### src/verilog/irqseq_consts.svh
// Constants for the interrupt sequencer: vectors, timing and field positions.
`ifndef IRQSEQ_CONSTS_SVH
`define IRQSEQ_CONSTS_SVH
// ============================================================
// Timing
`define IRQSEQ_CLK_PERIOD_NS 20
`define IRQSEQ_INSTR_CYCLE_NS 1000
`define IRQSEQ_CYC_CLKS (`IRQSEQ_INSTR_CYCLE_NS / `IRQSEQ_CLK_PERIOD_NS)
`define IRQSEQ_ENTRY_CYCLES 11
`define IRQSEQ_ENTRY_CLKS (`IRQSEQ_ENTRY_CYCLES * `IRQSEQ_CYC_CLKS)
`define IRQSEQ_CNT_W 10
// ============================================================
// Tick control register fields
`define IRQSEQ_TICK_REQ_BIT 7
`define IRQSEQ_TICK_MASK_BIT 6
// ============================================================
// Stacked frame: five bytes, program counter low byte first
`define IRQSEQ_STACK_BYTES 5
`define IRQSEQ_IDX_W 3
`define IRQSEQ_VEC_EXT 11'h7FA
`define IRQSEQ_VEC_TICK 11'h7F8
`define IRQSEQ_VEC_TRAP 11'h7FC
`define IRQSEQ_SP_RESET 11'h07F
`endif

### src/verilog/irqseq_pkg.sv
// Types shared by the interrupt sequencer files.
package irqseq_pkg;
   // ============================================================
   // Sequencer states
   typedef enum logic [4:0] {
      IRQSEQ_RUN   = 5'h01,
      IRQSEQ_PUSH  = 5'h02,
      IRQSEQ_VEC   = 5'h04,
      IRQSEQ_WAIT  = 5'h08,
      IRQSEQ_PULL  = 5'h10
   } irqseq_state_type;
   // Source of the interrupt being taken
   typedef enum logic [1:0] {
      IRQSEQ_SRC_NONE = 2'h0,
      IRQSEQ_SRC_EXT  = 2'h1,
      IRQSEQ_SRC_TICK = 2'h2,
      IRQSEQ_SRC_TRAP = 2'h3
   } irqseq_src_type;
endpackage

### src/verilog/irqseq_top.sv
// Interrupt recognition and service sequencer for a small 8-bit core.
// How it works
// - Three sources: pin, tick timer, trap.
// - Entry stacks state, masks, loads vector.
// - Entry sequence lasts eleven instruction cycles.
// - Return instruction unstacks saved state.
// - Hardware requests wait for instruction end.
// - Boundary check picks unmasked request.
// - Masked requests stay latched until unmasked.
// - Pin request beats timer request.
// - Pin synchronized; falling edge sets pending.
// - Edge detector re-arms on high level.
// - Trap runs even with mask set.
// - Hardware requests serviced ahead of trap.
// - Reset aborts current instruction immediately.
// - Pin level readable for branch tests.
// - Tick request bit 7, mask bit 6.
// - Mask flag blocks pin and tick.
`timescale 1ns/10ps
`include "irqseq_consts.svh"
module irqseq_top
   import irqseq_pkg::*;
(
   // Clock and reset
   input wire logic clk,
   input wire logic rst,
   // External interrupt pin, active low
   input wire logic ext_int_n,
   // Timer side
   input wire logic tick_zero,
   input wire logic tick_req_clr,
   input wire logic tick_mask_wr,
   input wire logic tick_mask_val,
   output logic [7:0] tick_ctrl_reg,
   // Core handshake
   input wire logic instr_done,
   input wire logic soft_trap_instr,
   input wire logic trap_return_instr,
   input wire logic mask_clr,
   input wire logic [10:0] cur_pc,
   input wire logic [4:0] cur_cc,
   input wire logic [7:0] cur_a,
   input wire logic [7:0] cur_x,
   // Vector memory read
   output logic [10:0] vec_addr_ff,
   output logic vec_rd_ff,
   input wire logic [7:0] vec_data,
   // Results to the core
   output logic core_hold,
   output logic mask_flag_ff,
   output logic pin_level_ff,
   output logic [10:0] new_pc_ff,
   output logic new_pc_load_ff,
   output logic [4:0] rest_cc_ff,
   output logic [7:0] rest_a_ff,
   output logic [7:0] rest_x_ff,
   output logic restore_ff,
   output logic [1:0] taken_src_ff
);
   // ============================================================
   // Declarations
   irqseq_state_type state_ff;
   irqseq_src_type src_ff;
   logic [2:0] pin_sync_ff;
   logic pin_armed_ff;
   logic ext_pend_ff;
   logic tick_req_ff;
   logic tick_mask_ff;
   logic [`IRQSEQ_CNT_W-1:0] cnt_ff;
   logic [`IRQSEQ_IDX_W-1:0] idx_ff;
   logic [4:0] sp_ff;
   logic [39:0] frame_ff;
   logic [7:0] vec_hi_ff;
   logic [7:0] vec_lo_ff;
   logic vec_ack_ff;
   logic vec_ack_lo_ff;
   logic ram_wr;
   logic [4:0] ram_addr_w;
   logic [4:0] ram_addr_r;
   logic [7:0] ram_rd;
   logic ext_go;
   logic tick_go;
   logic hw_go;
   logic ext_fall;
   logic ext_take;
   logic pin_stable;

   localparam logic [`IRQSEQ_CNT_W-1:0] ENTRY_LAST =
      `IRQSEQ_CNT_W'(`IRQSEQ_ENTRY_CLKS - 1);
   localparam logic [`IRQSEQ_IDX_W-1:0] LAST_BYTE =
      `IRQSEQ_IDX_W'(`IRQSEQ_STACK_BYTES - 1);
   localparam logic [10:0] SP_FULL = `IRQSEQ_SP_RESET;

   // Vector address of a source.
   function automatic logic [10:0] vec_of(input irqseq_src_type s);
      unique case (s)
         IRQSEQ_SRC_EXT: vec_of = `IRQSEQ_VEC_EXT;
         IRQSEQ_SRC_TICK: vec_of = `IRQSEQ_VEC_TICK;
         default: vec_of = `IRQSEQ_VEC_TRAP;
      endcase
   endfunction

   // Stacked byte number i of a frame, PC low byte first.
   function automatic logic [7:0] frame_byte(input logic [39:0] f,
                                             input logic [2:0] i);
      frame_byte = f[8*i +: 8];
   endfunction

   // ============================================================
   // Pin synchronizer
   // three stage sync
   always_ff @(posedge clk or posedge rst) begin
      if (rst) begin
         pin_sync_ff <= 3'h7;
      end else begin
         pin_sync_ff <= {pin_sync_ff[1:0], ext_int_n};
      end
   end
   // A level counts only once the second and third stages agree.
   assign pin_stable = (pin_sync_ff[1] == pin_sync_ff[2]);

   // Polled pin level follows the agreed level.
   // pin level out
   always_ff @(posedge clk or posedge rst) begin
      if (rst) begin
         pin_level_ff <= 1'h1;
      end else if (pin_stable) begin
         pin_level_ff <= pin_sync_ff[2];
      end
   end

   // ============================================================
   // Edge detector and pending latch
   assign ext_fall = pin_stable && !pin_sync_ff[2] && pin_armed_ff;

   always_ff @(posedge clk or posedge rst) begin
      if (rst) begin
         pin_armed_ff <= 1'h0;
      end else if (ext_fall) begin
         pin_armed_ff <= 1'h0;
      end else if (pin_stable && pin_sync_ff[2]) begin
         pin_armed_ff <= 1'h1;
      end
   end

   // Set wins over the clear so an edge in the taking cycle is kept.
   // latch falling edge
   always_ff @(posedge clk or posedge rst) begin
      if (rst) begin
         ext_pend_ff <= 1'h0;
      end else if (ext_fall) begin
         ext_pend_ff <= 1'h1;
      end else if (ext_take) begin
         ext_pend_ff <= 1'h0;
      end
   end

   // ============================================================
   // Tick control register
   // request bit set on zero
   always_ff @(posedge clk or posedge rst) begin
      if (rst) begin
         tick_req_ff <= 1'h0;
      end else if (tick_zero) begin
         tick_req_ff <= 1'h1;
      end else if (tick_req_clr) begin
         tick_req_ff <= 1'h0;
      end
   end

   always_ff @(posedge clk or posedge rst) begin
      if (rst) begin
         tick_mask_ff <= 1'h1;
      end else if (tick_mask_wr) begin
         tick_mask_ff <= tick_mask_val;
      end
   end

   // Unused low bits read as ones.
   always_comb begin
      tick_ctrl_reg = 8'hFF;
      tick_ctrl_reg[`IRQSEQ_TICK_REQ_BIT] = tick_req_ff;
      tick_ctrl_reg[`IRQSEQ_TICK_MASK_BIT] = tick_mask_ff;
   end

   // ============================================================
   // Boundary arbitration
   // mask flag gates both
   assign ext_go = ext_pend_ff && !mask_flag_ff;
   assign tick_go = tick_req_ff && !tick_mask_ff && !mask_flag_ff;
   assign hw_go = ext_go || tick_go;
   assign ext_take = (state_ff == IRQSEQ_RUN) && instr_done && ext_go;
   assign core_hold = (state_ff != IRQSEQ_RUN);

   // ============================================================
   // Sequencer
   // three sources
   always_ff @(posedge clk or posedge rst) begin
      if (rst) begin
         state_ff <= IRQSEQ_RUN;
         src_ff <= IRQSEQ_SRC_NONE;
         cnt_ff <= '0;
         idx_ff <= '0;
         frame_ff <= '0;
      end else begin
         unique case (state_ff)
            IRQSEQ_RUN: begin
               cnt_ff <= '0;
               idx_ff <= '0;
               if (instr_done && hw_go) begin
                  state_ff <= IRQSEQ_PUSH;
                  src_ff <= ext_go ? IRQSEQ_SRC_EXT : IRQSEQ_SRC_TICK;
                  frame_ff <= {3'h0, cur_cc, cur_a, cur_x, 5'h00, cur_pc};
               end else if (instr_done && soft_trap_instr) begin
                  state_ff <= IRQSEQ_PUSH;
                  src_ff <= IRQSEQ_SRC_TRAP;
                  frame_ff <= {3'h0, cur_cc, cur_a, cur_x, 5'h00, cur_pc};
               end else if (instr_done && trap_return_instr) begin
                  state_ff <= IRQSEQ_PULL;
               end
            end
            IRQSEQ_PUSH: begin
               cnt_ff <= cnt_ff + 1'h1;
               if (idx_ff == LAST_BYTE) begin
                  state_ff <= IRQSEQ_VEC;
               end else begin
                  idx_ff <= idx_ff + 1'h1;
               end
            end
            IRQSEQ_VEC: begin
               cnt_ff <= cnt_ff + 1'h1;
               state_ff <= IRQSEQ_WAIT;
            end
            IRQSEQ_WAIT: begin
               cnt_ff <= cnt_ff + 1'h1;
               if (cnt_ff == ENTRY_LAST) begin
                  state_ff <= IRQSEQ_RUN;
               end
            end
            IRQSEQ_PULL: begin
               idx_ff <= idx_ff + 1'h1;
               if (idx_ff == `IRQSEQ_IDX_W'(`IRQSEQ_STACK_BYTES)) begin
                  state_ff <= IRQSEQ_RUN;
               end
            end
            default: begin
               state_ff <= IRQSEQ_RUN;
            end
         endcase
      end
   end

   // ============================================================
   // Stack pointer, in the five low bits of the fixed stack page.
   always_ff @(posedge clk or posedge rst) begin
      if (rst) begin
         sp_ff <= SP_FULL[4:0];
      end else if (state_ff == IRQSEQ_PUSH) begin
         sp_ff <= sp_ff - 1'h1;
      end else if (state_ff == IRQSEQ_PULL &&
                   idx_ff < `IRQSEQ_IDX_W'(`IRQSEQ_STACK_BYTES)) begin
         sp_ff <= sp_ff + 1'h1;
      end
   end

   assign ram_wr = (state_ff == IRQSEQ_PUSH);
   assign ram_addr_w = sp_ff;
   assign ram_addr_r = sp_ff + 5'h01;

   irqseq_stack_ram u_stack (
      .clk(clk),
      .wr_en(ram_wr),
      .wr_addr(ram_addr_w),
      .wr_data(frame_byte(frame_ff, idx_ff)),
      .rd_addr(ram_addr_r),
      .rd_data_ff(ram_rd)
   );

   // Pulled bytes come back one cycle late: CC, A, X, PC high, PC low.
   always_ff @(posedge clk or posedge rst) begin
      if (rst) begin
         rest_cc_ff <= '0;
         rest_a_ff <= '0;
         rest_x_ff <= '0;
         restore_ff <= 1'h0;
      end else begin
         restore_ff <= (state_ff == IRQSEQ_PULL) &&
                       (idx_ff == `IRQSEQ_IDX_W'(`IRQSEQ_STACK_BYTES));
         if (state_ff == IRQSEQ_PULL) begin
            unique case (idx_ff)
               3'h1: rest_cc_ff <= ram_rd[4:0];
               3'h2: rest_a_ff <= ram_rd;
               3'h3: rest_x_ff <= ram_rd;
               default: ;
            endcase
         end
      end
   end

   // ============================================================
   // Mask flag: set on entry, restored on return, cleared by core.
   // set mask on entry
   always_ff @(posedge clk or posedge rst) begin
      if (rst) begin
         mask_flag_ff <= 1'h1;
      end else if (state_ff == IRQSEQ_VEC) begin
         mask_flag_ff <= 1'h1;
      end else if (restore_ff) begin
         mask_flag_ff <= rest_cc_ff[3];
      end else if (mask_clr) begin
         mask_flag_ff <= 1'h0;
      end
   end

   // ============================================================
   // Vector fetch and new program counter
   // high byte first
   always_ff @(posedge clk or posedge rst) begin
      if (rst) begin
         vec_addr_ff <= '0;
         vec_rd_ff <= 1'h0;
         vec_hi_ff <= '0;
         vec_lo_ff <= '0;
         new_pc_ff <= '0;
         new_pc_load_ff <= 1'h0;
         taken_src_ff <= IRQSEQ_SRC_NONE;
      end else begin
         new_pc_load_ff <= 1'h0;
         vec_rd_ff <= 1'h0;
         if (state_ff == IRQSEQ_PUSH && idx_ff == LAST_BYTE) begin
            vec_addr_ff <= vec_of(src_ff);
            vec_rd_ff <= 1'h1;
            taken_src_ff <= src_ff;
         end else if (state_ff == IRQSEQ_VEC) begin
            vec_addr_ff <= vec_of(src_ff) + 11'h001;
            vec_rd_ff <= 1'h1;
         end else if (vec_ack_ff && !vec_ack_lo_ff) begin
            vec_hi_ff <= vec_data;
         end else if (vec_ack_ff) begin
            vec_lo_ff <= vec_data;
         end else if (state_ff == IRQSEQ_WAIT && cnt_ff == ENTRY_LAST) begin
            new_pc_ff <= {vec_hi_ff[2:0], vec_lo_ff};
            new_pc_load_ff <= 1'h1;
         end else if (state_ff == IRQSEQ_PULL && idx_ff == 3'h4) begin
            vec_hi_ff <= ram_rd;
         end else if (state_ff == IRQSEQ_PULL &&
                      idx_ff == `IRQSEQ_IDX_W'(`IRQSEQ_STACK_BYTES)) begin
            new_pc_ff <= {vec_hi_ff[2:0], ram_rd};
            new_pc_load_ff <= 1'h1;
         end
      end
   end

   // Vector bytes stand only in the cycle after each strobe, so both are caught then.
   // The memory is free to change its data later, long before the entry ends.
   // capture after strobe
   always_ff @(posedge clk or posedge rst) begin
      if (rst) begin
         vec_ack_ff <= 1'h0;
         vec_ack_lo_ff <= 1'h0;
      end else begin
         vec_ack_ff <= vec_rd_ff;
         vec_ack_lo_ff <= vec_rd_ff && (state_ff == IRQSEQ_WAIT);
      end
   end
endmodule // irqseq_top

### src/verilog/irqseq_stack_ram.sv
// Small stack memory for the saved processor frames, registered read.
`timescale 1ns/10ps
module irqseq_stack_ram (
   // Clock
   input wire logic clk,
   // Write port
   input wire logic wr_en,
   input wire logic [4:0] wr_addr,
   input wire logic [7:0] wr_data,
   // Read port
   input wire logic [4:0] rd_addr,
   output logic [7:0] rd_data_ff
);
   // ============================================================
   // Storage
   logic [7:0] mem [0:31];

   // Write and registered read; no reset so it maps to RAM.
   always_ff @(posedge clk) begin
      if (wr_en) begin
         mem[wr_addr] <= wr_data;
      end
      rd_data_ff <= mem[rd_addr];
   end
endmodule // irqseq_stack_ram

### config.mk
export PLATFORM = sky130hd
export DESIGN_NAME = irqseq_top
export DESIGN_NICKNAME = d
export VERILOG_FILES = /design/src/verilog/irqseq_pkg.sv /design/src/verilog/irqseq_top.sv /design/src/verilog/irqseq_stack_ram.sv
export VERILOG_INCLUDE_DIRS = /design/src /design/src/verilog
export SDC_FILE = /design/constraint.sdc
export NUM_CORES = 1
export LEC_CHECK = 0
export ABC_AREA = 1
export BUFFER_PORTS_ARGS = -buffer_cell sky130_fd_sc_hd__clkbuf_2
export CORE_ASPECT_RATIO = 0.7
export CORE_MARGIN = 2
export CORE_UTILIZATION = 40
export DETAILED_ROUTE_END_ITERATION = 12
export PLACE_DENSITY = 0.66
export SLEW_MARGIN = 20
export SYNTH_ARGS = -nofsm -noshare
export SYNTH_HDL_FRONTEND = slang
export SYNTH_SLANG_ARGS = --single-unit
### constraint.sdc
create_clock -name clk -period 8.15 [get_ports clk]
set_input_delay 1.2225 -clock clk [delete_from_list [all_inputs] [get_ports clk]]
set_output_delay 1.2225 -clock clk [all_outputs]
set_load 0.02 [all_outputs]
==> impl_metrics.env <==
export IMPL_grt_max_degree=81
export IMPL_antenna_found_initial=0
export IMPL_worstMarginPinSlew_ns=1.12
export IMPL_cts_htree_levels=2
export IMPL_wl_met3_um=3530
export IMPL_clk_latency_ns=0.54
export IMPL_wl_met1_um=20100
export IMPL_fin_cells=2422
export IMPL_dp_hpwl_um=26800
export IMPL_gp_congestion=0.896
export IMPL_drive_gt1_frac=0.114
export IMPL_postCtsSetupBuffers=0
export IMPL_grt_overflow_total=0
export IMPL_status="finished, final reports clean"
export IMPL_dp_cells=2357
export IMPL_ys_flop_type="edfxtp_1"
export IMPL_fin_ws_ns=3.64
export IMPL_holdWs_ns=0.359
export IMPL_path_clk_slew_ns=0.07
export IMPL_coreArea_sq_um=41300
export IMPL_cts_root_buffer_cell="clkbuf_16"
export IMPL_crit_type="reg2reg"
export IMPL_area_growth_pct=12.3
export IMPL_power_density_nw_per_um2=378
export IMPL_rows=62
export IMPL_synth_distinct_cells=41
export IMPL_setup_worst_path_start_class="flop"
export IMPL_slew_violations=0
export IMPL_reg2reg_to="u_stack.rd_data_ff[6]"
export IMPL_worstPathArrival_ns=4.94
export IMPL_clockBufferDepth=3
export IMPL_ff2ff_setup_slack_ns=3.64
export IMPL_io_pins=110
export IMPL_pwr_share_clk=0.234
export IMPL_pwr_share_seq=0.390
export IMPL_yosys_area_top_type_share=0.455
export IMPL_post_synth_cell_area_avg_sq_um=9.53
export IMPL_groute_usage_overall=0.195
export IMPL_rsz0062_at_grt="false"
export IMPL_min_period_ns=4.51
export IMPL_hp_class="reg2reg"
export IMPL_setup_viol=0
export IMPL_skew_ns=0.0224
export IMPL_synthArstFlopShare=0.313
export IMPL_synth_area_sq_um=16900
export IMPL_drv_cap=0
export IMPL_place_area_sq_um=17800
export IMPL_worstPathRequired_ns=8.58
export IMPL_final_nets=1917
export IMPL_tns_ns=0
export IMPL_top_layer="met4"
export IMPL_synthCells=1775
export IMPL_r2r_start="ram_addr_w[0]"
export IMPL_drt_iter0_drc=1360
export IMPL_setup_worst_path_start="ram_addr_w[0]"
export IMPL_die_w_um=250
export IMPL_viasPerCell=5.07
export IMPL_grt_pass1_wl_um=67200
export IMPL_fillCellCount=3838
export IMPL_p_sw_frac=0.405
export IMPL_dieArea_sq_um=44000
export IMPL_ys_ff_latch=384
export IMPL_ctsResizeCount=0
export IMPL_hold_path_depth=0
export IMPL_num_antenna_cells=0
export IMPL_wl_met2_um=18400
export IMPL_grt_pass1_vias=12018
export IMPL_drt_total_wl_um=42500
export IMPL_yosys_area_top_type="edfxtp_1"
export IMPL_ant_nets=0
export IMPL_cts_tree="built"
export IMPL_synth_edf_count=256
export IMPL_numCtsBuffers=36
export IMPL_pre_cts_slack_ns=3.99
export IMPL_final_hold_violation_count=0
export IMPL_hold_start="pin_sync_ff[0]"
export IMPL_design_area_sq_um=19000
export IMPL_combPwrFrac=0.376
export IMPL_ff2ff_path_depth=9
export IMPL_vias=12289
export IMPL_worstPathMaxFanout=68
export IMPL_vdd_drop_max_v=0.000225
export IMPL_fp_dieH_um=176
export IMPL_power_switching_mw=2.91
export IMPL_dr_pass1_iters=5
export IMPL_p_leak_nw=8.68
export IMPL_drc=0
export IMPL_seq_area_frac_synth=0.643
export IMPL_cts_sinks=384
export IMPL_io_buffers=103
export IMPL_netlist_top_cells_area="edfxtp_1 45%, dfrtp_1 16%, nand2_1 15%"
export IMPL_final_util=0.459
export IMPL_hold_buffers=0
export IMPL_max_slew_margin=0.254
export IMPL_p_int_mw=4.27
export IMPL_wire_per_inst_um=17.5
export IMPL_period_share=0.553
export IMPL_fmax_ghz=0.222
export IMPL_synth_warnings=0
export IMPL_power_mw=7.18
export IMPL_worstHoldEndpoint="pin_sync_ff[1]"
export IMPL_start_util=0.409
export IMPL_endpoint_kind="flop"
==> logic make-up after synthesis <==
logic type | count (synthesis) | share of synthesized area
adders and majority gates | 15 | 0.0111
muxes | 1 | 0.000666
AOI/OAI and AO/OA | 88 | 0.0280
other | 1 | 0.000222
and+or+nand+nor | 978 | 0.238
DFF | 384 | 0.643
buffers and inverters | 302 | 0.0753
xor gates and xnor gates | 6 | 0.00444
==> worst max path at each step <==
stage / endpoint / slack [ns]
finish: u_stack.rd_data_ff[6] / 3.64
global placement: u_stack.rd_data_ff[3] / 4.09
floorplan: cnt_ff[0] / 3.76
CTS: u_stack.rd_data_ff[6] / 3.93
detailed placement: u_stack.rd_data_ff[6] / 3.99
global route: u_stack.rd_data_ff[7] / 3.43
==> flip-flops by register name, indices dropped and copies added, names as in the netlist, 4 cells and up <==
signal,flops
cnt_ff,10
frame_ff,32
new_pc_ff,11
ram_addr_w,5
rest_a_ff,8
rest_cc_ff,5
rest_x_ff,8
state_ff,5
u_stack.mem,256
u_stack.rd_data_ff,8
vec_addr_ff,4
vec_lo_ff,8
==> synth_stat cells (2+ instances only) <==
| cell | n |
|---|---|
| nand4_1 | 4 |
| o22ai_1 | 2 |
| clkinv_1 | 2 |
| buf_1 | 5 |
| xor2_2 | 3 |
| buf_6 | 2 |
| o21ai_1 | 2 |
| nor2_1 | 67 |
| edfxtp_1 | 256 |
| nand2_2 | 3 |
| ha_1 | 15 |
| a32o_1 | 3 |
| inv_2 | 6 |
| dfrtp_1 | 108 |
| nor2_2 | 3 |
| nor2_4 | 2 |
| nand3_1 | 218 |
| nand3_2 | 2 |
| inv_1 | 211 |
| o21ai_0 | 63 |
| nand2_1 | 671 |
| dfstp_2 | 12 |
| dfxtp_1 | 8 |
| buf_4 | 21 |
| xor2_1 | 2 |
| a21oi_1 | 13 |
| clkbuf_1 | 19 |
| buf_2 | 36 |
| nor3_1 | 4 |
==> placed cells by master (no fill, tap or decap), types with 11 or more instances in the layout <==
| cell type | count |
|---|---|
| buf_4 | 13 |
| clkbuf_16 | 37 |
| clkbuf_2 | 103 |
| dfrtp_1 | 108 |
| dfstp_2 | 11 |
| edfxtp_1 | 256 |
| ha_1 | 14 |
| inv_1 | 209 |
| nand2_1 | 671 |
| nand3_1 | 218 |
| nor2_1 | 67 |
| o21ai_0 | 60 |
==> cell type report <==
type / instances / area (sq um) / share of cell area
Tap cell: 544 / 681 / 0.0358
Timing Repair Buffer: 116 / 613 / 0.0323
Multi-Input combinational cell: 1094 / 4840 / 0.255
Clock buffer: 47 / 993 / 0.0523
Inverter: 219 / 827 / 0.0435
Sequential cell: 384 / 10900 / 0.572
Clock inverter: 18 / 165 / 0.00870
==> routing by layer <==
| metal | track usage | vias up |
|---|---|---|
| met4 | 0.0364 | 0 |
| li1 | - | 5836 |
| met3 | 0.0405 | 38 |
| met5 | 0 | - |
| met2 | 0.290 | 490 |
| met1 | 0.296 | 5925 |
==> worst max-delay path, stage by stage (launching register included) <==
cell and delay, ns:
dfstp_4 0.96, clkinv_2 0.93, ha_2 0.72, clkinv_2 0.75, nand2_1 0.37, nand3_1 0.17
nand3_1 0.16, nand2_1 0.10, nand2_1 0.11, nand2_1 0.06
==> power groups by stage <==
stage,logic (mW),clock network [mW],registers (mW)
global placement,2.62,0,2.83
detailed placement,2.65,0,2.84
global route,2.97,1.80,2.83
finish,2.70,1.68,2.80
floorplan,1.76,0,2.79
CTS,2.67,1.71,2.80
No activity file was read; power rests on OpenSTA's default activity.
